===== src/design/acc_regs.svh =====
`ifndef ACC_REGS_SVH
`define ACC_REGS_SVH

// Register indices and their word-aligned byte addresses.
`define ACC_IDX_INPUT_SEL 12'h060
`define ACC_IDX_RUN_CTRL 12'h061
`define ACC_IDX_CAL_CFG 12'h062
`define ACC_IDX_PROGRESS 12'h06a
`define ACC_IDX_PIN_SETUP 12'h06b
`define ACC_IDX_SOFT_TRIG 12'h06c
`define ACC_IDX_IRQ_STATUS 12'h0f0
`define ACC_IDX_IRQ_MASK 12'h0f1
`define ACC_ADDR_INPUT_SEL 12'h180
`define ACC_ADDR_RUN_CTRL 12'h184
`define ACC_ADDR_CAL_CFG 12'h188
`define ACC_ADDR_PROGRESS 12'h1a8
`define ACC_ADDR_PIN_SETUP 12'h1ac
`define ACC_ADDR_SOFT_TRIG 12'h1b0
`define ACC_ADDR_IRQ_STATUS 12'h3c0
`define ACC_ADDR_IRQ_MASK 12'h3c4

// Reset values.
`define ACC_RST_INPUT_SEL 8'h01
`define ACC_RST_RUN_CTRL 8'h01
`define ACC_RST_CAL_CFG 8'h01
`define ACC_RST_PIN_SETUP 8'h00
`define ACC_RST_SOFT_TRIG 8'h01
`define ACC_RST_IRQ 8'h00

// Field positions.
`define ACC_SWAP_BIT 4
`define ACC_SINGLE_LSB 0
`define ACC_RUN_BIT 0
`define ACC_OSFILT_BIT 4
`define ACC_BGOS_BIT 3
`define ACC_FGOS_BIT 2
`define ACC_BG_BIT 1
`define ACC_FG_BIT 0
`define ACC_STOPPED_BIT 1
`define ACC_FGDONE_BIT 0
`define ACC_PINSRC_LSB 1
`define ACC_HWSEL_BIT 0
`define ACC_SOFT_BIT 0
`define ACC_EVT_FGDONE_BIT 0
`define ACC_EVT_STOPPED_BIT 1
`define ACC_EVT_ALARM_BIT 2

// Field codes.
`define ACC_SINGLE_SECOND 2'h2
`define ACC_RESP_OKAY 2'h0
`define ACC_RESP_SLVERR 2'h2

`endif


===== src/design/acc_pkg.sv =====
package acc_pkg;

  typedef enum logic [3:0] {
    ACC_REG_NONE = 4'h0,
    ACC_REG_INPUT_SEL = 4'h1,
    ACC_REG_RUN_CTRL = 4'h2,
    ACC_REG_CAL_CFG = 4'h3,
    ACC_REG_PROGRESS = 4'h4,
    ACC_REG_PIN_SETUP = 4'h5,
    ACC_REG_SOFT_TRIG = 4'h6,
    ACC_REG_IRQ_STATUS = 4'h7,
    ACC_REG_IRQ_MASK = 4'h8
  } acc_reg_id_t;

  typedef enum logic [1:0] {
    ACC_ST_HOLD = 2'b00,
    ACC_ST_FG = 2'b01,
    ACC_ST_BG = 2'b10,
    ACC_ST_DONE = 2'b11
  } acc_cal_state_t;

  typedef enum logic [1:0] {
    ACC_PIN_FGDONE = 2'b00,
    ACC_PIN_RSVD = 2'b01,
    ACC_PIN_ALARM = 2'b10,
    ACC_PIN_LOW = 2'b11
  } acc_pin_src_t;

endpackage


===== src/design/acc_ctrl.sv =====
// Operation
// - Dual-channel: swap bit 4 crosses inputs to channels A and B; single-channel ignores it.
// - Single-channel: select field 1 picks first input, 2 picks second, reset 01.
// - Run control bit 0 resets to 1; low holds calibration logic in reset.
// - Clearing the run enable also resets the digital and link clock dividers.
// - Setting the run enable again restarts calibration with the new settings.
// - Configuration bit 4 enables offset filtering; resets to 0.
// - Configuration bit 3 enables background offset calibration, only with background enabled.
// - Configuration bit 2 enables foreground offset calibration, needs foreground enabled.
// - Configuration bit 1 enables continuous background calibration; resets to 0.
// - Configuration bit 0 resets to 1; at 1 run foreground, at 0 skip it.
// - Status bit 1 shows background stopped; without background, set on foreground end, or on leaving hold when foreground is off too.
// - Status bit 0 goes high when the foreground calibration completes.
// - Pin source field: 0 foreground done, 2 alarm, 3 low, 1 reserved.
// - Trigger source bit 0 picks software bit at 0, hardware input at 1.
// - Software trigger bit resets to 1 and stands in for the hardware trigger.
`timescale 1ns/1ps
`include "acc_regs.svh"

module acc_ctrl
  import acc_pkg::*;
(
  input wire logic clk,
  input wire logic rst_b,
  input wire logic [11:0] s_axi_awaddr,
  input wire logic s_axi_awvalid,
  output logic s_axi_awready,
  input wire logic [31:0] s_axi_wdata,
  input wire logic [3:0] s_axi_wstrb,
  input wire logic s_axi_wvalid,
  output logic s_axi_wready,
  output logic [1:0] s_axi_bresp,
  output logic s_axi_bvalid,
  input wire logic s_axi_bready,
  input wire logic [11:0] s_axi_araddr,
  input wire logic s_axi_arvalid,
  output logic s_axi_arready,
  output logic [31:0] s_axi_rdata,
  output logic [1:0] s_axi_rresp,
  output logic s_axi_rvalid,
  input wire logic s_axi_rready,
  input wire logic link_operating_mode_single,
  input wire logic hardware_trigger_input,
  input wire logic cal_foreground_complete,
  input wire logic background_calibration_enable_stopped,
  input wire logic alarm,
  output logic channel_a_uses_second,
  output logic channel_b_uses_second,
  output logic single_uses_second,
  output logic cal_hold,
  output logic divider_reset,
  output logic cal_start,
  output logic foreground_calibration_enable,
  output logic foreground_offset_enable,
  output logic background_calibration_enable,
  output logic background_offset_enable,
  output logic offset_filter_enable,
  output logic calibration_trigger,
  output logic calibration_status_pin,
  output logic irq
);

  function automatic acc_reg_id_t acc_decode(input logic [11:0] addr);
    case (addr)
      `ACC_ADDR_INPUT_SEL: acc_decode = ACC_REG_INPUT_SEL;
      `ACC_ADDR_RUN_CTRL: acc_decode = ACC_REG_RUN_CTRL;
      `ACC_ADDR_CAL_CFG: acc_decode = ACC_REG_CAL_CFG;
      `ACC_ADDR_PROGRESS: acc_decode = ACC_REG_PROGRESS;
      `ACC_ADDR_PIN_SETUP: acc_decode = ACC_REG_PIN_SETUP;
      `ACC_ADDR_SOFT_TRIG: acc_decode = ACC_REG_SOFT_TRIG;
      `ACC_ADDR_IRQ_STATUS: acc_decode = ACC_REG_IRQ_STATUS;
      `ACC_ADDR_IRQ_MASK: acc_decode = ACC_REG_IRQ_MASK;
      default: acc_decode = ACC_REG_NONE;
    endcase
  endfunction

  // Bus channel state.
  logic aw_held_q, aw_held_d;
  logic [11:0] aw_addr_q, aw_addr_d;
  logic w_held_q, w_held_d;
  logic [7:0] w_data_q, w_data_d;
  logic w_lane_q, w_lane_d;
  logic awready_q, awready_d;
  logic wready_q, wready_d;
  logic bvalid_q, bvalid_d;
  logic [1:0] bresp_q, bresp_d;
  logic arready_q, arready_d;
  logic rvalid_q, rvalid_d;
  logic [31:0] rdata_q, rdata_d;
  logic [1:0] rresp_q, rresp_d;
  logic wr_fire;
  acc_reg_id_t wr_id;

  // Software registers.
  logic [7:0] input_sel_q, input_sel_d;
  logic [7:0] run_ctrl_q, run_ctrl_d;
  logic [7:0] cal_cfg_q, cal_cfg_d;
  logic [7:0] pin_setup_q, pin_setup_d;
  logic [7:0] soft_trig_q, soft_trig_d;
  logic [7:0] irq_status_q, irq_status_d;
  logic [7:0] irq_mask_q, irq_mask_d;

  // Calibration progress.
  acc_cal_state_t state_q, state_d;
  logic foreground_complete_q, foreground_complete_d;
  logic stopped_q, stopped_d;
  logic alarm_prev_q, alarm_prev_d;
  logic [7:0] events;
  logic run_en;

  // Pin synchroniser and registered outputs.
  logic trig_meta_q, trig_sync_q;
  logic out_a_q, out_a_d;
  logic out_b_q, out_b_d;
  logic out_single_q, out_single_d;
  logic out_hold_q, out_hold_d;
  logic out_divrst_q, out_divrst_d;
  logic out_start_q, out_start_d;
  logic out_fg_q, out_fg_d;
  logic out_fgos_q, out_fgos_d;
  logic out_bg_q, out_bg_d;
  logic out_bgos_q, out_bgos_d;
  logic out_filt_q, out_filt_d;
  logic out_trig_q, out_trig_d;
  logic out_pin_q, out_pin_d;
  logic out_irq_q, out_irq_d;
  acc_pin_src_t pin_src;

  assign run_en = run_ctrl_q[`ACC_RUN_BIT];
  assign wr_fire = aw_held_q && w_held_q && !bvalid_q;
  assign wr_id = acc_decode(aw_addr_q);
  assign pin_src = acc_pin_src_t'(pin_setup_q[`ACC_PINSRC_LSB +: 2]);

  // Address and data are taken independently and held until both are present.
  always_comb begin
    aw_held_d = aw_held_q;
    aw_addr_d = aw_addr_q;
    w_held_d = w_held_q;
    w_data_d = w_data_q;
    w_lane_d = w_lane_q;
    bvalid_d = bvalid_q;
    bresp_d = bresp_q;
    arready_d = arready_q;
    rvalid_d = rvalid_q;
    rdata_d = rdata_q;
    rresp_d = rresp_q;
    if (s_axi_awvalid && awready_q) begin
      aw_held_d = 1'b1;
      aw_addr_d = s_axi_awaddr;
    end
    if (s_axi_wvalid && wready_q) begin
      w_held_d = 1'b1;
      w_data_d = s_axi_wdata[7:0];
      w_lane_d = s_axi_wstrb[0];
    end
    if (wr_fire) begin
      aw_held_d = 1'b0;
      w_held_d = 1'b0;
      bvalid_d = 1'b1;
      bresp_d = (wr_id == ACC_REG_NONE) ? `ACC_RESP_SLVERR : `ACC_RESP_OKAY;
    end else if (bvalid_q && s_axi_bready) begin
      bvalid_d = 1'b0;
    end
    awready_d = !aw_held_d && !bvalid_d;
    wready_d = !w_held_d && !bvalid_d;
    if (s_axi_arvalid && arready_q) begin
      arready_d = 1'b0;
      rvalid_d = 1'b1;
      rresp_d = `ACC_RESP_OKAY;
      rdata_d = 32'h0000_0000;
      case (acc_decode(s_axi_araddr))
        ACC_REG_INPUT_SEL: rdata_d[7:0] = input_sel_q;
        ACC_REG_RUN_CTRL: rdata_d[7:0] = run_ctrl_q;
        ACC_REG_CAL_CFG: rdata_d[7:0] = cal_cfg_q;
        ACC_REG_PROGRESS: begin
          rdata_d[`ACC_STOPPED_BIT] = stopped_q;
          rdata_d[`ACC_FGDONE_BIT] = foreground_complete_q;
        end
        ACC_REG_PIN_SETUP: rdata_d[7:0] = pin_setup_q;
        ACC_REG_SOFT_TRIG: rdata_d[7:0] = soft_trig_q;
        ACC_REG_IRQ_STATUS: rdata_d[7:0] = irq_status_q;
        ACC_REG_IRQ_MASK: rdata_d[7:0] = irq_mask_q;
        default: rresp_d = `ACC_RESP_SLVERR;
      endcase
    end else if (rvalid_q && s_axi_rready) begin
      rvalid_d = 1'b0;
      arready_d = 1'b1;
    end
  end

  always_ff @(posedge clk or negedge rst_b) begin
    if (!rst_b) begin
      aw_held_q <= 1'b0;
      aw_addr_q <= 12'h000;
      w_held_q <= 1'b0;
      w_data_q <= 8'h00;
      w_lane_q <= 1'b0;
      awready_q <= 1'b1;
      wready_q <= 1'b1;
      bvalid_q <= 1'b0;
      bresp_q <= `ACC_RESP_OKAY;
      arready_q <= 1'b1;
      rvalid_q <= 1'b0;
      rdata_q <= 32'h0000_0000;
      rresp_q <= `ACC_RESP_OKAY;
    end else begin
      aw_held_q <= aw_held_d;
      aw_addr_q <= aw_addr_d;
      w_held_q <= w_held_d;
      w_data_q <= w_data_d;
      w_lane_q <= w_lane_d;
      awready_q <= awready_d;
      wready_q <= wready_d;
      bvalid_q <= bvalid_d;
      bresp_q <= bresp_d;
      arready_q <= arready_d;
      rvalid_q <= rvalid_d;
      rdata_q <= rdata_d;
      rresp_q <= rresp_d;
    end
  end

  // Register writes, calibration sequencing and sticky event flags.
  always_comb begin
    input_sel_d = input_sel_q;
    run_ctrl_d = run_ctrl_q;
    cal_cfg_d = cal_cfg_q;
    pin_setup_d = pin_setup_q;
    soft_trig_d = soft_trig_q;
    irq_mask_d = irq_mask_q;
    irq_status_d = irq_status_q;
    state_d = state_q;
    foreground_complete_d = foreground_complete_q;
    stopped_d = stopped_q;
    alarm_prev_d = alarm;
    events = 8'h00;
    if (wr_fire && w_lane_q) begin
      case (wr_id)
        ACC_REG_INPUT_SEL: input_sel_d = w_data_q;
        ACC_REG_RUN_CTRL: run_ctrl_d = w_data_q;
        // Config written freely.
        // Writing while running is accepted; software keeps it to hold time.
        ACC_REG_CAL_CFG: cal_cfg_d = w_data_q;
        ACC_REG_PIN_SETUP: pin_setup_d = w_data_q;
        ACC_REG_SOFT_TRIG: soft_trig_d = w_data_q;
        ACC_REG_IRQ_MASK: irq_mask_d = w_data_q;
        ACC_REG_IRQ_STATUS: irq_status_d = irq_status_q & ~w_data_q;
        default: irq_mask_d = irq_mask_q;
      endcase
    end
    case (state_q)
      ACC_ST_HOLD: begin
        // Restart on enable.
        // Leaving hold always restarts from the stored values with the current settings.
        if (run_en) begin
          if (cal_cfg_q[`ACC_FG_BIT]) begin
            state_d = ACC_ST_FG;
          end else if (cal_cfg_q[`ACC_BG_BIT]) begin
            state_d = ACC_ST_BG;
          end else begin
            state_d = ACC_ST_DONE;
            stopped_d = 1'b1;
            events[`ACC_EVT_STOPPED_BIT] = 1'b1;
          end
        end
      end
      ACC_ST_FG: begin
        if (cal_foreground_complete) begin
          foreground_complete_d = 1'b1;
          events[`ACC_EVT_FGDONE_BIT] = 1'b1;
          if (cal_cfg_q[`ACC_BG_BIT]) begin
            state_d = ACC_ST_BG;
          end else begin
            state_d = ACC_ST_DONE;
            stopped_d = 1'b1;
            events[`ACC_EVT_STOPPED_BIT] = 1'b1;
          end
        end
      end
      ACC_ST_BG: begin
        stopped_d = background_calibration_enable_stopped;
        events[`ACC_EVT_STOPPED_BIT] = background_calibration_enable_stopped && !stopped_q;
      end
      ACC_ST_DONE: stopped_d = 1'b1;
      default: state_d = ACC_ST_HOLD;
    endcase
    // Hold in reset.
    // Dropping the enable wins over any sequencing and clears progress.
    if (!run_en) begin
      state_d = ACC_ST_HOLD;
      foreground_complete_d = 1'b0;
      stopped_d = 1'b0;
      events[`ACC_EVT_FGDONE_BIT] = 1'b0;
      events[`ACC_EVT_STOPPED_BIT] = 1'b0;
    end
    events[`ACC_EVT_ALARM_BIT] = alarm && !alarm_prev_q;
    // New events are ORed after the clear so that a set in the clearing cycle survives.
    irq_status_d = irq_status_d | events;
  end

  always_ff @(posedge clk or negedge rst_b) begin
    if (!rst_b) begin
      input_sel_q <= `ACC_RST_INPUT_SEL;
      run_ctrl_q <= `ACC_RST_RUN_CTRL;
      cal_cfg_q <= `ACC_RST_CAL_CFG;
      pin_setup_q <= `ACC_RST_PIN_SETUP;
      soft_trig_q <= `ACC_RST_SOFT_TRIG;
      irq_status_q <= `ACC_RST_IRQ;
      irq_mask_q <= `ACC_RST_IRQ;
      state_q <= ACC_ST_HOLD;
      foreground_complete_q <= 1'b0;
      stopped_q <= 1'b0;
      alarm_prev_q <= 1'b0;
    end else begin
      input_sel_q <= input_sel_d;
      run_ctrl_q <= run_ctrl_d;
      cal_cfg_q <= cal_cfg_d;
      pin_setup_q <= pin_setup_d;
      soft_trig_q <= soft_trig_d;
      irq_status_q <= irq_status_d;
      irq_mask_q <= irq_mask_d;
      state_q <= state_d;
      foreground_complete_q <= foreground_complete_d;
      stopped_q <= stopped_d;
      alarm_prev_q <= alarm_prev_d;
    end
  end

  // The hardware trigger arrives on a pin, so it is brought in through two flops.
  always_ff @(posedge clk or negedge rst_b) begin
    if (!rst_b) begin
      trig_meta_q <= 1'b0;
      trig_sync_q <= 1'b0;
    end else begin
      trig_meta_q <= hardware_trigger_input;
      trig_sync_q <= trig_meta_q;
    end
  end

  // Downstream controls, all registered so consumers never see decode glitches.
  always_comb begin
    out_a_d = !link_operating_mode_single && input_sel_q[`ACC_SWAP_BIT];
    out_b_d = !link_operating_mode_single && !input_sel_q[`ACC_SWAP_BIT];
    // Single-channel select.
    // Reserved codes fall back to the first input.
    out_single_d = link_operating_mode_single &&
                   (input_sel_q[`ACC_SINGLE_LSB +: 2] == `ACC_SINGLE_SECOND);
    out_hold_d = !run_en;
    out_divrst_d = !run_en;
    out_start_d = (state_q == ACC_ST_HOLD) && run_en;
    out_fg_d = cal_cfg_q[`ACC_FG_BIT];
    out_fgos_d = cal_cfg_q[`ACC_FGOS_BIT] && cal_cfg_q[`ACC_FG_BIT];
    out_bg_d = cal_cfg_q[`ACC_BG_BIT];
    out_bgos_d = cal_cfg_q[`ACC_BGOS_BIT] && cal_cfg_q[`ACC_BG_BIT];
    out_filt_d = cal_cfg_q[`ACC_OSFILT_BIT];
    if (pin_setup_q[`ACC_HWSEL_BIT]) begin
      out_trig_d = trig_sync_q;
    end else begin
      out_trig_d = soft_trig_q[`ACC_SOFT_BIT];
    end
    case (pin_src)
      ACC_PIN_FGDONE: out_pin_d = foreground_complete_q;
      ACC_PIN_ALARM: out_pin_d = alarm;
      ACC_PIN_LOW: out_pin_d = 1'b0;
      default: out_pin_d = 1'b0;
    endcase
    out_irq_d = |(irq_status_q & irq_mask_q);
  end

  always_ff @(posedge clk or negedge rst_b) begin
    if (!rst_b) begin
      out_a_q <= 1'b0;
      out_b_q <= 1'b0;
      out_single_q <= 1'b0;
      out_hold_q <= 1'b0;
      out_divrst_q <= 1'b0;
      out_start_q <= 1'b0;
      out_fg_q <= 1'b1;
      out_fgos_q <= 1'b0;
      out_bg_q <= 1'b0;
      out_bgos_q <= 1'b0;
      out_filt_q <= 1'b0;
      out_trig_q <= 1'b1;
      out_pin_q <= 1'b0;
      out_irq_q <= 1'b0;
    end else begin
      out_a_q <= out_a_d;
      out_b_q <= out_b_d;
      out_single_q <= out_single_d;
      out_hold_q <= out_hold_d;
      out_divrst_q <= out_divrst_d;
      out_start_q <= out_start_d;
      out_fg_q <= out_fg_d;
      out_fgos_q <= out_fgos_d;
      out_bg_q <= out_bg_d;
      out_bgos_q <= out_bgos_d;
      out_filt_q <= out_filt_d;
      out_trig_q <= out_trig_d;
      out_pin_q <= out_pin_d;
      out_irq_q <= out_irq_d;
    end
  end

  assign s_axi_awready = awready_q;
  assign s_axi_wready = wready_q;
  assign s_axi_bvalid = bvalid_q;
  assign s_axi_bresp = bresp_q;
  assign s_axi_arready = arready_q;
  assign s_axi_rvalid = rvalid_q;
  assign s_axi_rdata = rdata_q;
  assign s_axi_rresp = rresp_q;
  assign channel_a_uses_second = out_a_q;
  assign channel_b_uses_second = out_b_q;
  assign single_uses_second = out_single_q;
  assign cal_hold = out_hold_q;
  assign divider_reset = out_divrst_q;
  assign cal_start = out_start_q;
  assign foreground_calibration_enable = out_fg_q;
  assign foreground_offset_enable = out_fgos_q;
  assign background_calibration_enable = out_bg_q;
  assign background_offset_enable = out_bgos_q;
  assign offset_filter_enable = out_filt_q;
  assign calibration_trigger = out_trig_q;
  assign calibration_status_pin = out_pin_q;
  assign irq = out_irq_q;

endmodule


===== config.mk =====
export PLATFORM = sky130hd
export DESIGN_NAME = acc_ctrl
export DESIGN_NICKNAME = d
export VERILOG_FILES = /design/src/design/acc_pkg.sv /design/src/design/acc_ctrl.sv
export VERILOG_INCLUDE_DIRS = /design/src /design/src/design
export SDC_FILE = /design/constraint.sdc
export NUM_CORES = 1
export LEC_CHECK = 0
export BUFFER_PORTS_ARGS = -buffer_cell sky130_fd_sc_hd__clkbuf_2
export CAP_MARGIN = 20
export CORE_UTILIZATION = 45
export CTS_BUF_LIST = sky130_fd_sc_hd__clkbuf_16
export CTS_CLUSTER_DIAMETER = 60
export DETAILED_ROUTE_END_ITERATION = 6
export GPL_TIMING_DRIVEN = 0
export PLACE_DENSITY = 0.66
export SYNTH_ARGS = -nofsm -noshare
export SYNTH_HDL_FRONTEND = slang
export SYNTH_SLANG_ARGS = --single-unit

===== constraint.sdc =====
create_clock -name clk -period 2.75 [get_ports clk]
set_clock_uncertainty 0.1 [all_clocks]
set_input_delay 0.55 -clock clk [delete_from_list [all_inputs] [get_ports clk]]
set_output_delay 0.55 -clock clk [all_outputs]
set_load 0.01 [all_outputs]

# [After elaboration in Yosys (flattened, before gate mapping)]
# Index checks and enable logic that the tools add are counted.
[op_classes] eq_ne=41 muxes=40 bitwise_logic=4 reduce_logical=42
[op_table] operator="== test 12 x 9 -> 1 bit (second input constant)" n=12
[op_table] operator="one-hot mux 4 bit (8 select lines)" n=2
[op_table] operator="== test 12 x 10 -> 1 bit (second input constant)" n=4
[op_table] operator="one-hot mux 6 bit (7 select lines)" n=1
[op_table] operator="== test 4 x 3 -> 1 bit (second input constant)" n=7
[op_table] operator="2-to-1 mux 1 bit" n=22
[op_table] operator="logical AND 1 bit" n=18
[op_table] operator="AND reduction 2 bit" n=9
[op_table] operator="bitwise AND 8 bit" n=2
[op_table] operator="== test 4 x 2 -> 1 bit (second input constant)" n=4
[op_table] operator="2-to-1 mux 8 bit" n=2
[op_table] operator="one-hot mux 2 bit (8 select lines)" n=1
[op_table] operator="OR reduction 8 bit" n=2
[op_table] operator="2-to-1 mux 2 bit" n=7
[op_table] operator="logical NOT 1 bit" n=9
[op_table] operator="== test 2 bit (second input constant)" n=4
[op_table] operator="== test 4 x 1 -> 1 bit (second input constant)" n=2
[op_table] operator="== test 4 bit (second input constant)" n=2
[op_table] operator="inverter 8 bit" n=1
[op_table] operator="bitwise OR 8 x 3 -> 8 bit" n=1
[op_table] operator="inequality test 3 bit (second input constant)" n=2
[op_table] operator="logical NOT 2 bit" n=2
[op_table] operator="logical NOT 4 bit" n=1
[op_table] operator="2-to-1 mux 4 bit" n=1
[op_table] operator="9 further kinds" n=9
[word_totals] register_bits=116 input_bits=72 output_inout_bits=55 elab_cells=166

# [Logic depth before layout (Yosys ltp)]
# Gate-level depths: netlist of the first run.
[logic_depth] depth_word=6 mapped_depth=7 depth_no_buf=5

# [Worst setup path before layout of the first run]
# Ideal clock, no wire load.
[synth_timing] kind="reg2reg" start="register bvalid_q, in the netlist s_axi_bvalid" end="register cal_cfg_q[1]" setup_time_ns=0.125 t_arrival_ns=2.168 required_time_ns=2.525 slack_ns=0.357 stages_incl_launch_ff=7 path_buffers=1 period_less_slack_ns=2.393 cell_sequence="dfrtp_1 -> and3b_1 -> buf_4 -> nand3_4 -> or4_4 -> a2111oi_4 -> mux2_2"
[synth_via] elab_chain_len=4
[synth_lines] item="start: declaration" line="acc_ctrl.sv:85" text="logic bvalid_q, bvalid_d;"
[synth_lines] item="start signal: assignment" line="acc_ctrl.sv:214" text="bvalid_q <= bvalid_d;"
[synth_lines] item="logical NOT 1 bit" line="acc_ctrl.sv:130" text="assign wr_fire = aw_held_q && w_held_q && !bvalid_q;"
[synth_lines] item="logical AND 1 bit" line="acc_ctrl.sv:130"
[synth_lines] item="logical AND 1 bit" line="acc_ctrl.sv:237" text="if (wr_fire && w_lane_q) begin"
[synth_lines] item="AND reduction 2 bit (no source line)"
[synth_lines] item="end signal: assignment" line="acc_ctrl.sv:305" text="cal_cfg_q <= `ACC_RST_CAL_CFG;"
[synth_lines] item="end signal: assignment" line="acc_ctrl.sv:317" text="cal_cfg_q <= cal_cfg_d;"
[synth_lines] item="end: declaration" line="acc_ctrl.sv:97" text="logic [7:0] cal_cfg_q, cal_cfg_d;"
# No other way between the ends.
# A chain may end at the register's enable or synchronous reset.

# [Final worst setup path of the first run]
[layout_timing] start="register aw_addr_q[3]" end="register pin_setup_q[3]"
[layout_via] elab_chain_len=4 elab_cells_between_ends=11 cone_classes="9 x eq/ne; 1 x mux; 1 x reduce/logical"
[layout_lines] item="start: declaration" line="acc_ctrl.sv:79" text="logic [11:0] aw_addr_q, aw_addr_d;"
[layout_lines] item="start signal: assignment" line="acc_ctrl.sv:208" text="aw_addr_q <= aw_addr_d;"
[layout_lines] item="== test 12 x 10 -> 1 bit / == test 12 x 9 -> 1 bit (equally long branches)" line="acc_ctrl.sv:64" text="case (addr)"
[layout_lines] item="one-hot mux 4 bit (8 select lines) *" line="acc_ctrl.sv:64"
[layout_lines] item="== test 4 x 3 -> 1 bit *" line="acc_ctrl.sv:238" text="case (wr_id)"
[layout_lines] item="AND reduction 2 bit (no source line) *"
[layout_lines] item="end signal: assignment" line="acc_ctrl.sv:306" text="pin_setup_q <= `ACC_RST_PIN_SETUP;"
[layout_lines] item="end signal: assignment" line="acc_ctrl.sv:318" text="pin_setup_q <= pin_setup_d;"
[layout_lines] item="end: declaration" line="acc_ctrl.sv:98" text="logic [7:0] pin_setup_q, pin_setup_d;"
# Mark *: on every way between the ends. The rest lies on a longest branch, timed or not.

==> flow_summary.ini, run 1 <==
[outcome]
result_of_the_run = finished with violations
failing_checks = design-rule violations

[grt]
first_global_vias = 3708
grt_max_degree = 115
grt_overflow = 0
antenna_found_initial = 0
grt_first_pass_wirelength_mm = 19.4
global_route_usage_over_all_layers_pct = 20.9

[power]
seq_power_share_pct = 46.7
total_switching_power_uw = 1350
cellLeakagePower_uw = 0.00305
cellPowerDensity_mw_per_mm2 = 729
combPwrFrac_pct = 16.1
switching_share_pct = 28.3
clockPowerShare_pct = 37.2
p_int_uw = 3410
worst_ir_drop_vdd_uv = 490

[yosys]
synth-edff-count = 0
synth-async-reset-ratio_pct = 100
synth_top_area_share_pct = 49.1
synthesis.yosys.warnings = 0
syn_inst = 427
synth-main-ff-cell = sky130_fd_sc_hd__dfrtp_1
seq_area_frac_synth_pct = 53.5
synth_cell_type_count = 60
postSynthAreaPerCell_um2 = 12.5
summed_instance_area_of_the_synthesized_netlist_mm2 = 0.00535
seq_cells_post_synth = 114
synth.largest_area_cell = sky130_fd_sc_hd__dfrtp_1
ys_top_cells_by_area = sky130_fd_sc_hd__dfrtp_1 (49%), sky130_fd_sc_hd__mux2_2 (16%), sky130_fd_sc_hd__dfstp_2 (4.4%)

[finish]
final_cell_area_mm2 = 0.00654
layout.cells.non_filler = 702
largest-register = aw_addr_q
filler_cell_count = 989
areaGrowthSynthToFinish_pct = 22.2
largest_register_ff_count = 12
layout.nets = 618
insertedDiodeCount = 0
layout-drive-gt1-share_pct = 41.3

[die]
start_util_pct = 46.4
die_area_mm2 = 0.0123
floorplan.io_pins = 127
floorplan.core_area_mm2 = 0.0115
core.rowCount = 39
width_of_the_chip_um = 111
die-height_um = 111

[detailed_routing]
initialDrtViolationCount = 197
route.final.wire_length_mm = 12.0
vias = 3744
detail_route.vias_per_cell = 5.33
drt_first_pass_iters = 6
drt_drc_violations_left = 14
drt.antenna.violating_nets = 0
wl_per_cell_um = 17.1

[clock_tree]
tritoncts = built
clock_tree.buffer_depth = 2
cts_sinks = 114
cts-root-buf = sky130_fd_sc_hd__clkbuf_16
cts_buffers = 17
clk_pin_slew_worst_paths_ps = 50
cts.htree.levels = 4
worstSkewPairLatency_ps = 420

[placed_design]
worst_slack_after_detailed_placement_ps = -418
finalWeightedCongestion = 0.848
placed_area_mm2 = 0.00599
dp_hpwl_mm = 8.33
dp.cells = 666
io_buffers = 71

[setup_path]
cp_top_family = simple AND/OR/NAND/NOR gates
cp_slowest_cell = sky130_fd_sc_hd__nand4_1
worst-setup-path-type = flip-flop to flip-flop
setup.worst_path.end_class = flip-flop
critical_path.cell_chain = buf_2, and3b_1, o21ai_1, a211oi_1, nand4_1, mux2_2
worstReg2RegStart = aw_addr_q[3]$_DFFE_PN0P_
critical_path.max_stage_delay_ps = 580
arrival_ps = 2740
cp-startpoint = aw_addr_q[3]$_DFFE_PN0P_
critical_path_buf_inv_count = 1
crit_path_start_kind = flip-flop
critical_path.max_fanout = 8
critPathRequiredTime_ps = 2940

[timing]
max_slew_margin_pct = 28.8
hold_viol_final = 0
grt_setup_unrepaired = no
finalSetupTns_ps = 0
worst_slew_pin_slew_ps = 1060
final_min_period_over_clock_period_pct = 92.6
whs_ps = 127
post-route-min-period_ps = 2550
setup_ws_ps = 205
fmax_ghz = 0.393
setup-violations-final = 0
maxSlewViolCount = 0

[worst_hold_path]
hold_class = primary input to asynchronous set/reset pin

[flow_run]
max_cap_violations = 0
[area by class of cell]
class                   count  area, um^2  area share (%)
flip-flops and latches    114        2860            43.8
multi-input cells         296        2330            35.7
clock buffers              17         425            6.51
repair buffers             75         414            6.34
plain buffers              37         245            3.75
well taps                 143         179            2.74
clock inverters            15        57.6           0.881
inverters                   5        18.8           0.287
[stage by stage]
step	power [uW]	utilization, %
after floorplan	2710	-
after global placement	2980	51.9
after detailed placement	3020	52.0
after CTS	4810	56.2
after global routing	5010	56.8
final	4760	56.8
[kinds of logic (layout without fill, tap and decap cells)]
| group | count (synthesis) | in the layout | synth area share, % |
|---|---|---|---|
| compound gates | 76 | 76 | 11.2 |
| xor+xnor | 2 | 2 | 0.328 |
| buf+inv | 42 | 149 | 4.94 |
| flops | 114 | 114 | 53.5 |
| mux | 82 | 82 | 17.1 |
| other cells | 1 | 26 | 0.0701 |
| simple gates | 110 | 110 | 12.7 |
[final timing paths]
path	endpoint	slack, ps	depth (start not counted)
max	pin_setup_q[3]$_DFFE_PN0P_	200	6
min in group clk	trig_meta_q$_DFF_PN0_	140	1
max in group asynchronous	cal_cfg_q[4]$_DFFE_PN0P_	1760	1
min reg2reg	trig_sync_q$_DFF_PN0_	250	0
min	w_data_q[0]$_DFFE_PN0P_	130	1
max reg2reg	pin_setup_q[3]$_DFFE_PN0P_	200	6
[timing repair]
item,CTS,global route
endpoints found under the setup margin,4,23
pin swaps,0,2
setup buffers,0,2
gates cloned,0,0
resized for setup,1,2
hold buffers,0,0
[power by group through the flow]
stage | logic, uW | clock network (uW) | registers (uW)
5_1_grt | 851 | 1900 | 2260
3_3_place_gp | 747 | 0 | 2240
3_5_place_dp | 771 | 0 | 2250
2_1_floorplan | 553 | 0 | 2160
4_1_cts | 775 | 1810 | 2220
6_report | 767 | 1770 | 2230
[cells in the final DEF (no fill, tap or decap), types with 3 or more instances in the layout]
master and count:
sky130_fd_sc_hd__and3_1 8, sky130_fd_sc_hd__and2_1 8, sky130_fd_sc_hd__dfrtp_1 105, sky130_fd_sc_hd__a21boi_0 6, sky130_fd_sc_hd__inv_1 15, sky130_fd_sc_hd__clkbuf_1 6
sky130_fd_sc_hd__nor4_2 3, sky130_fd_sc_hd__dfstp_2 9, sky130_fd_sc_hd__nor3_1 9, sky130_fd_sc_hd__a21o_1 3, sky130_fd_sc_hd__a32oi_1 8, sky130_fd_sc_hd__a2bb2oi_1 6
sky130_fd_sc_hd__nand4bb_1 4, sky130_fd_sc_hd__clkinv_1 4, sky130_fd_sc_hd__mux2_2 77, sky130_fd_sc_hd__buf_4 28, sky130_fd_sc_hd__clkbuf_2 71, sky130_fd_sc_hd__nand4_1 3
sky130_fd_sc_hd__a22oi_1 9, sky130_fd_sc_hd__nor2_1 15, sky130_fd_sc_hd__conb_1 26, sky130_fd_sc_hd__a22o_1 3, sky130_fd_sc_hd__mux2i_1 5, sky130_fd_sc_hd__or2_2 6
sky130_fd_sc_hd__nand2_1 23, sky130_fd_sc_hd__clkbuf_16 17, sky130_fd_sc_hd__a21oi_1 15, sky130_fd_sc_hd__nand2b_1 4, sky130_fd_sc_hd__nor2b_1 5, sky130_fd_sc_hd__a211oi_1 7
[Yosys cell counts, types with 7 or more instances]
library cell	count
sky130_fd_sc_hd__mux2_2	77
sky130_fd_sc_hd__a22oi_1	9
sky130_fd_sc_hd__a32oi_1	8
sky130_fd_sc_hd__nor3_1	9
sky130_fd_sc_hd__buf_4	28
sky130_fd_sc_hd__dfrtp_1	105
sky130_fd_sc_hd__and3_1	8
sky130_fd_sc_hd__nor2_1	15
sky130_fd_sc_hd__dfstp_2	9
sky130_fd_sc_hd__and2_1	8
sky130_fd_sc_hd__a211oi_1	7
sky130_fd_sc_hd__a21oi_1	16
sky130_fd_sc_hd__nand2_1	23
[per-layer routing]
layer,track usage [%],share of wire [%],vias up
met1,27.1,45,1841
met2,32.3,47,106
met4,10.7,3.0,0
met5,0,0,-
met3,5.80,4.6,25
li1,-,-,1772
[worst reg2reg max path, cell delays in order (launching register included)]
cell and delay [ps]:
sky130_fd_sc_hd__dfrtp_1 350, sky130_fd_sc_hd__buf_2 160, sky130_fd_sc_hd__and3b_1 210, sky130_fd_sc_hd__o21ai_1 190, sky130_fd_sc_hd__a211oi_1 350, sky130_fd_sc_hd__nand4_1 580
sky130_fd_sc_hd__mux2_2 490
Note: power is estimated with default switching activity, not from simulation.
==> run 2, diff against run 1 <==
CORE_ASPECT_RATIO = 1.4   (was default)
CORE_MARGIN = 5   (was default)
==> flow_summary.ini, run 2 (synthesized netlist as in run 1, its figures left out) <==
[clock_tree]
cts-root-buf = sky130_fd_sc_hd__clkbuf_16
clock_tree.buffer_depth = 2
clk_pin_slew_worst_paths_ps = 60
worstSkewPairLatency_ps = 410
cts_buffers = 17
cts_sinks = 114
cts.htree.levels = 4
tritoncts = built

[grt]
antenna_found_initial = 0
global_route.usage.met1_pct = 20.5
grt_overflow = 0
grt_max_degree = 115
groute.layer.met3.usage_pct = 4.83
grt_first_pass_wirelength_mm = 20.0
first_global_vias = 3931
global_routing_met2_resource_utilization_pct = 32.6
grt_busiest_layer = met2
global_route_usage_over_all_layers_pct = 18.3

[timing]
worst_slew_pin_slew_ps = 1090
finalSetupTns_ps = 0
hold_viol_final = 0
max_slew_margin_pct = 26.3
setup-violations-final = 0
setup_ws_ps = 138
post-route-min-period_ps = 2610
fmax_ghz = 0.383
grt_setup_unrepaired = no
final_min_period_over_clock_period_pct = 95.0
maxSlewViolCount = 0

[detailed_routing]
detail_route.vias_per_cell = 5.32
drt_first_pass_iters = 4
initialDrtViolationCount = 203
vias = 3740
drt.antenna.violating_nets = 0
drt_drc_violations_left = 0
wl_per_cell_um = 17.7
route.final.wire_length_mm = 12.4

[placed_design]
dp_hpwl_mm = 8.86
dp.cells = 670
io_buffers = 71
finalWeightedCongestion = 0.874
worst_slack_after_detailed_placement_ps = -297

[die]
start_util_pct = 45.5
floorplan.core_area_mm2 = 0.0118
floorplan.io_pins = 127
die_area_mm2 = 0.0142
die-height_um = 139
core.rowCount = 47
width_of_the_chip_um = 102

[finish]
layout.cells.most_common_list = sky130_fd_sc_hd__dfrtp_1 (105), sky130_fd_sc_hd__mux2_2 (77), sky130_fd_sc_hd__clkbuf_2 (70)
layout-drive-gt1-share_pct = 42.8
seqCellArea_mm2 = 0.00286
layout.nets = 615
insertedDiodeCount = 0
largest-register = aw_addr_q
leading_cell_type_in_the_layout_fill_and_taps_excluded = sky130_fd_sc_hd__dfrtp_1
multi_input_gate_area_mm2 = 0.00232
areaGrowthSynthToFinish_pct = 23.2
layout.cells.non_filler = 703
filler_cell_count = 1038
largest_register_ff_count = 12

[worst_hold_path]
hold_path_startpoint = hardware_trigger_input
hold_path_depth = 1
whs_endpoint = trig_meta_q$_DFF_PN0_
hold_class = primary input to flip-flop

[setup_path]
setup.worst_path.end_class = flip-flop
critical_path.max_fanout = 8
crit_path_start_kind = flip-flop
cp_slowest_cell = sky130_fd_sc_hd__or4bb_1
worstReg2RegEnd = soft_trig_q[6]$_DFFE_PN0P_
critPathRequiredTime_ps = 2940
arrival_ps = 2800
reg2regPathDepth = 4
cp_top_family = simple AND/OR/NAND/NOR gates
worst-setup-path-type = flip-flop to flip-flop
worstReg2RegStart = aw_addr_q[11]$_DFFE_PN0P_
critical_path.cell_chain = or4bb_1, a2111o_1, nor3_4, mux2_2
critical_path.max_stage_delay_ps = 580
critical_path_buf_inv_count = 0
timing.reg2reg.setup_slack_ps = 140

[power]
worst_ir_drop_vdd_uv = 412
cellLeakagePower_uw = 0.00303
cellPowerDensity_mw_per_mm2 = 773

[flow_run]
max_cap_violations = 0

[outcome]
result_of_the_run = finished, final reports clean
run 2: report_power, final:
group          switching (uW)  total [uW]  internal, uW
Combinational             370         763           393
Clock                     774        2090          1320
Sequential                308        2230          1930
run 2: metrics by stage:
stage	power (uW)	utilization (%)	area [um^2]	hold WS [ps]
2_1_floorplan	2710	-	5440	154
3_3_place_gp	2990	50.9	5980	237
3_5_place_dp	3030	50.9	5990	242
4_1_cts	5130	55.8	6560	129
5_1_grt	5310	56.0	6590	128
6_report	5090	56.0	6590	143
run 2: worst max-delay path by stage:
stage,start,to,slack [ps],depth (start not counted)
detailed placement,s_axi_araddr[10],s_axi_rdata[2]$_DFFE_PN0P_,-300,7
finish,aw_addr_q[11]$_DFFE_PN0P_,soft_trig_q[6]$_DFFE_PN0P_,140,4
global route,aw_addr_q[6]$_DFFE_PN0P_,pin_setup_q[7]$_DFFE_PN0P_,20,5
floorplan,s_axi_bvalid$_DFF_PN0_,cal_cfg_q[1]$_DFFE_PN0P_,360,6
global placement,rst_b,aw_addr_q[11]$_DFFE_PN0P_,-560,1
CTS,s_axi_bvalid$_DFF_PN0_,cal_cfg_q[7]$_DFFE_PN0P_,40,6
run 2: area by class of cell:
type                       instances  area share [%]
buffer                            37            3.72
clock buffer                      17            6.46
clock inverter                    15            2.18
inverter                           5           0.285
multi-input combinational        296            35.3
sequential                       114            43.5
tap                              147            2.79
timing repair buffer              72            5.83
run 2: timing repair:
action / 4_1_cts / 5_1_grt
gates resized for setup: 0 / 1
endpoints found under the hold margin: 0 / 0
buffers inserted: 0 / 1
hold buffers: 0 / 0
setup endpoints to repair: 0 / 13
run 2: metal layers:
layer / wire length (um) / up-vias
li1: - / 1767
met4: 225 / 0
met5: 0 / -
met3: 673 / 16
met2: 6760 / 105
met1: 4760 / 1852
==> run 3, diff against run 2 <==
BUFFER_PORTS_ARGS = default   (was -buffer_cell sky130_fd_sc_hd__clkbuf_2)
CAP_MARGIN = 25   (was 20)
DONT_BUFFER_PORTS = 1   (was default)
PLACE_DENSITY = 0.57   (was 0.66)
==> flow_summary.ini, run 3 (synthesized netlist as in run 1, its figures left out) <==
[outcome]
result_of_the_run = finished with violations
failing_checks = negative hold slack

[detailed_routing]
detail_route.vias_per_cell = 5.56
initialDrtViolationCount = 108
route.final.wire_length_mm = 12.2
drt_first_pass_iters = 5
drt.antenna.violating_nets = 0
vias = 3514
drt_drc_violations_left = 0
wl_per_cell_um = 19.3

[setup_path]
setup.worst_path.end_class = flip-flop
critical_path.max_stage_delay_ps = 580
worst-setup-path-type = flip-flop to flip-flop
critical_path.cell_chain = or4bb_1, a2111o_1, nor3_4, mux2_2
crit_path_start_kind = flip-flop
cp_top_family = simple AND/OR/NAND/NOR gates
arrival_ps = 2800
critPathRequiredTime_ps = 2940
cp_slowest_cell = sky130_fd_sc_hd__or4bb_1
timing.reg2reg.setup_slack_ps = 140
critical_path.max_fanout = 8
critical_path_buf_inv_count = 0

[power]
cellPowerDensity_mw_per_mm2 = 833
worst_ir_drop_vdd_uv = 452
power.total_uw = 5220
cellLeakagePower_uw = 0.00276

[finish]
layout.nets = 544
filler_cell_count = 1034
leading_cell_type_in_the_layout_fill_and_taps_excluded = sky130_fd_sc_hd__dfrtp_1
layout.cells.most_common_list = sky130_fd_sc_hd__dfrtp_1 (105), sky130_fd_sc_hd__mux2_2 (77), sky130_fd_sc_hd__buf_4 (29)
layout.cells.non_filler = 632
fin_util_pct = 53.2
layout-drive-gt1-share_pct = 34.2
largest-register = aw_addr_q
areaGrowthSynthToFinish_pct = 17.1
largest_register_ff_count = 12
insertedDiodeCount = 0

[timing]
max_slew_margin_pct = 26.3
maxSlewViolCount = 0
grt_setup_unrepaired = no
hold_viol_final = 114
post-route-min-period_ps = 2610
finalSetupTns_ps = 0
fmax_ghz = 0.383
setup-violations-final = 0
whs_ps = -270
worst_slew_pin_slew_ps = 1100
final_min_period_over_clock_period_pct = 94.9

[clock_tree]
cts_buffers = 17
tritoncts = built
clk_pin_slew_worst_paths_ps = 60
clock_tree.buffer_depth = 2
worstSkewPairLatency_ps = 410
cts_sinks = 114
cts-root-buf = sky130_fd_sc_hd__clkbuf_16
cts.htree.levels = 4

[grt]
antenna_found_initial = 0
grt_first_pass_wirelength_mm = 19.7
global_route_usage_over_all_layers_pct = 18.2
first_global_vias = 3711
grt_max_degree = 115
grt_overflow = 0

[flow_run]
max_cap_violations = 0

[die]
floorplan.core_area_mm2 = 0.0118
start_util_pct = 45.5
die_area_mm2 = 0.0142
core.rowCount = 47
width_of_the_chip_um = 102
floorplan.io_pins = 127
die-height_um = 139

[placed_design]
dp_hpwl_mm = 8.78
dp.cells = 599
io_buffers = 0
finalWeightedCongestion = 0.873

[worst_hold_path]
hold_class = primary input to asynchronous set/reset pin
run 3: layout make-up:
type                            instances  area (um^2)  share of cell area [%]
Buffer                                 37          245                    3.92
Clock buffer                           17          425                    6.79
Clock inverter                         15          199                    3.18
Inverter                                5         18.8                   0.300
Multi-Input combinational cell        296         2320                    37.0
Sequential cell                       114         2860                    45.7
Tap cell                              147          184                    2.94
Timing Repair Buffer                    1         7.51                   0.120
run 3: repair_timing:
| action | CTS | global route |
|---|---|---|
| gates resized for setup | 0 | 1 |
| setup buffers | 0 | 1 |
| endpoints found under the hold margin | 114 | 114 |
| endpoints found under the setup margin | 0 | 9 |
run 3: worst paths after layout:
kind                                                 from                          to  cells past startpoint
worst max register to register  aw_addr_q[11]$_DFFE_PN0P_  soft_trig_q[4]$_DFFE_PN0P_                      4
min in group clk                   hardware_trigger_input       trig_meta_q$_DFF_PN0_                      0
worst max-delay path            aw_addr_q[11]$_DFFE_PN0P_  soft_trig_q[4]$_DFFE_PN0P_                      4
max in group asynchronous                           rst_b   s_axi_arready$_DFFE_PN1P_                      0
worst min-delay path                                rst_b  pin_setup_q[0]$_DFFE_PN0P_                      0
worst min register to register      trig_meta_q$_DFF_PN0_       trig_sync_q$_DFF_PN0_                      0
run 3: metrics by stage:
step / instance area, um^2 / setup slack [ps]
after floorplan: 5440 / 357
after global placement: 5630 / -220
after detailed placement: 5630 / -252
after CTS: 6250 / 14.3
after global routing: 6260 / 43.5
final: 6260 / 139
run 3: power breakdown:
part | internal [uW] | total [uW] | switching (uW)
Clock | 1580 | 2330 | 747
Sequential | 1930 | 2260 | 337
Combinational | 344 | 626 | 282
Total | 3850 | 5220 | 1370
run 3: layer usage:
| metal | up-vias | routed length, um | GRT usage (%) |
|---|---|---|---|
| li1 | 1622 | - | - |
| met4 | 0 | 289 | 8.29 |
| met3 | 18 | 706 | 4.93 |
| met5 | - | 0 | 0 |
| met1 | 1763 | 4760 | 20.8 |
| met2 | 111 | 6460 | 31.3 |
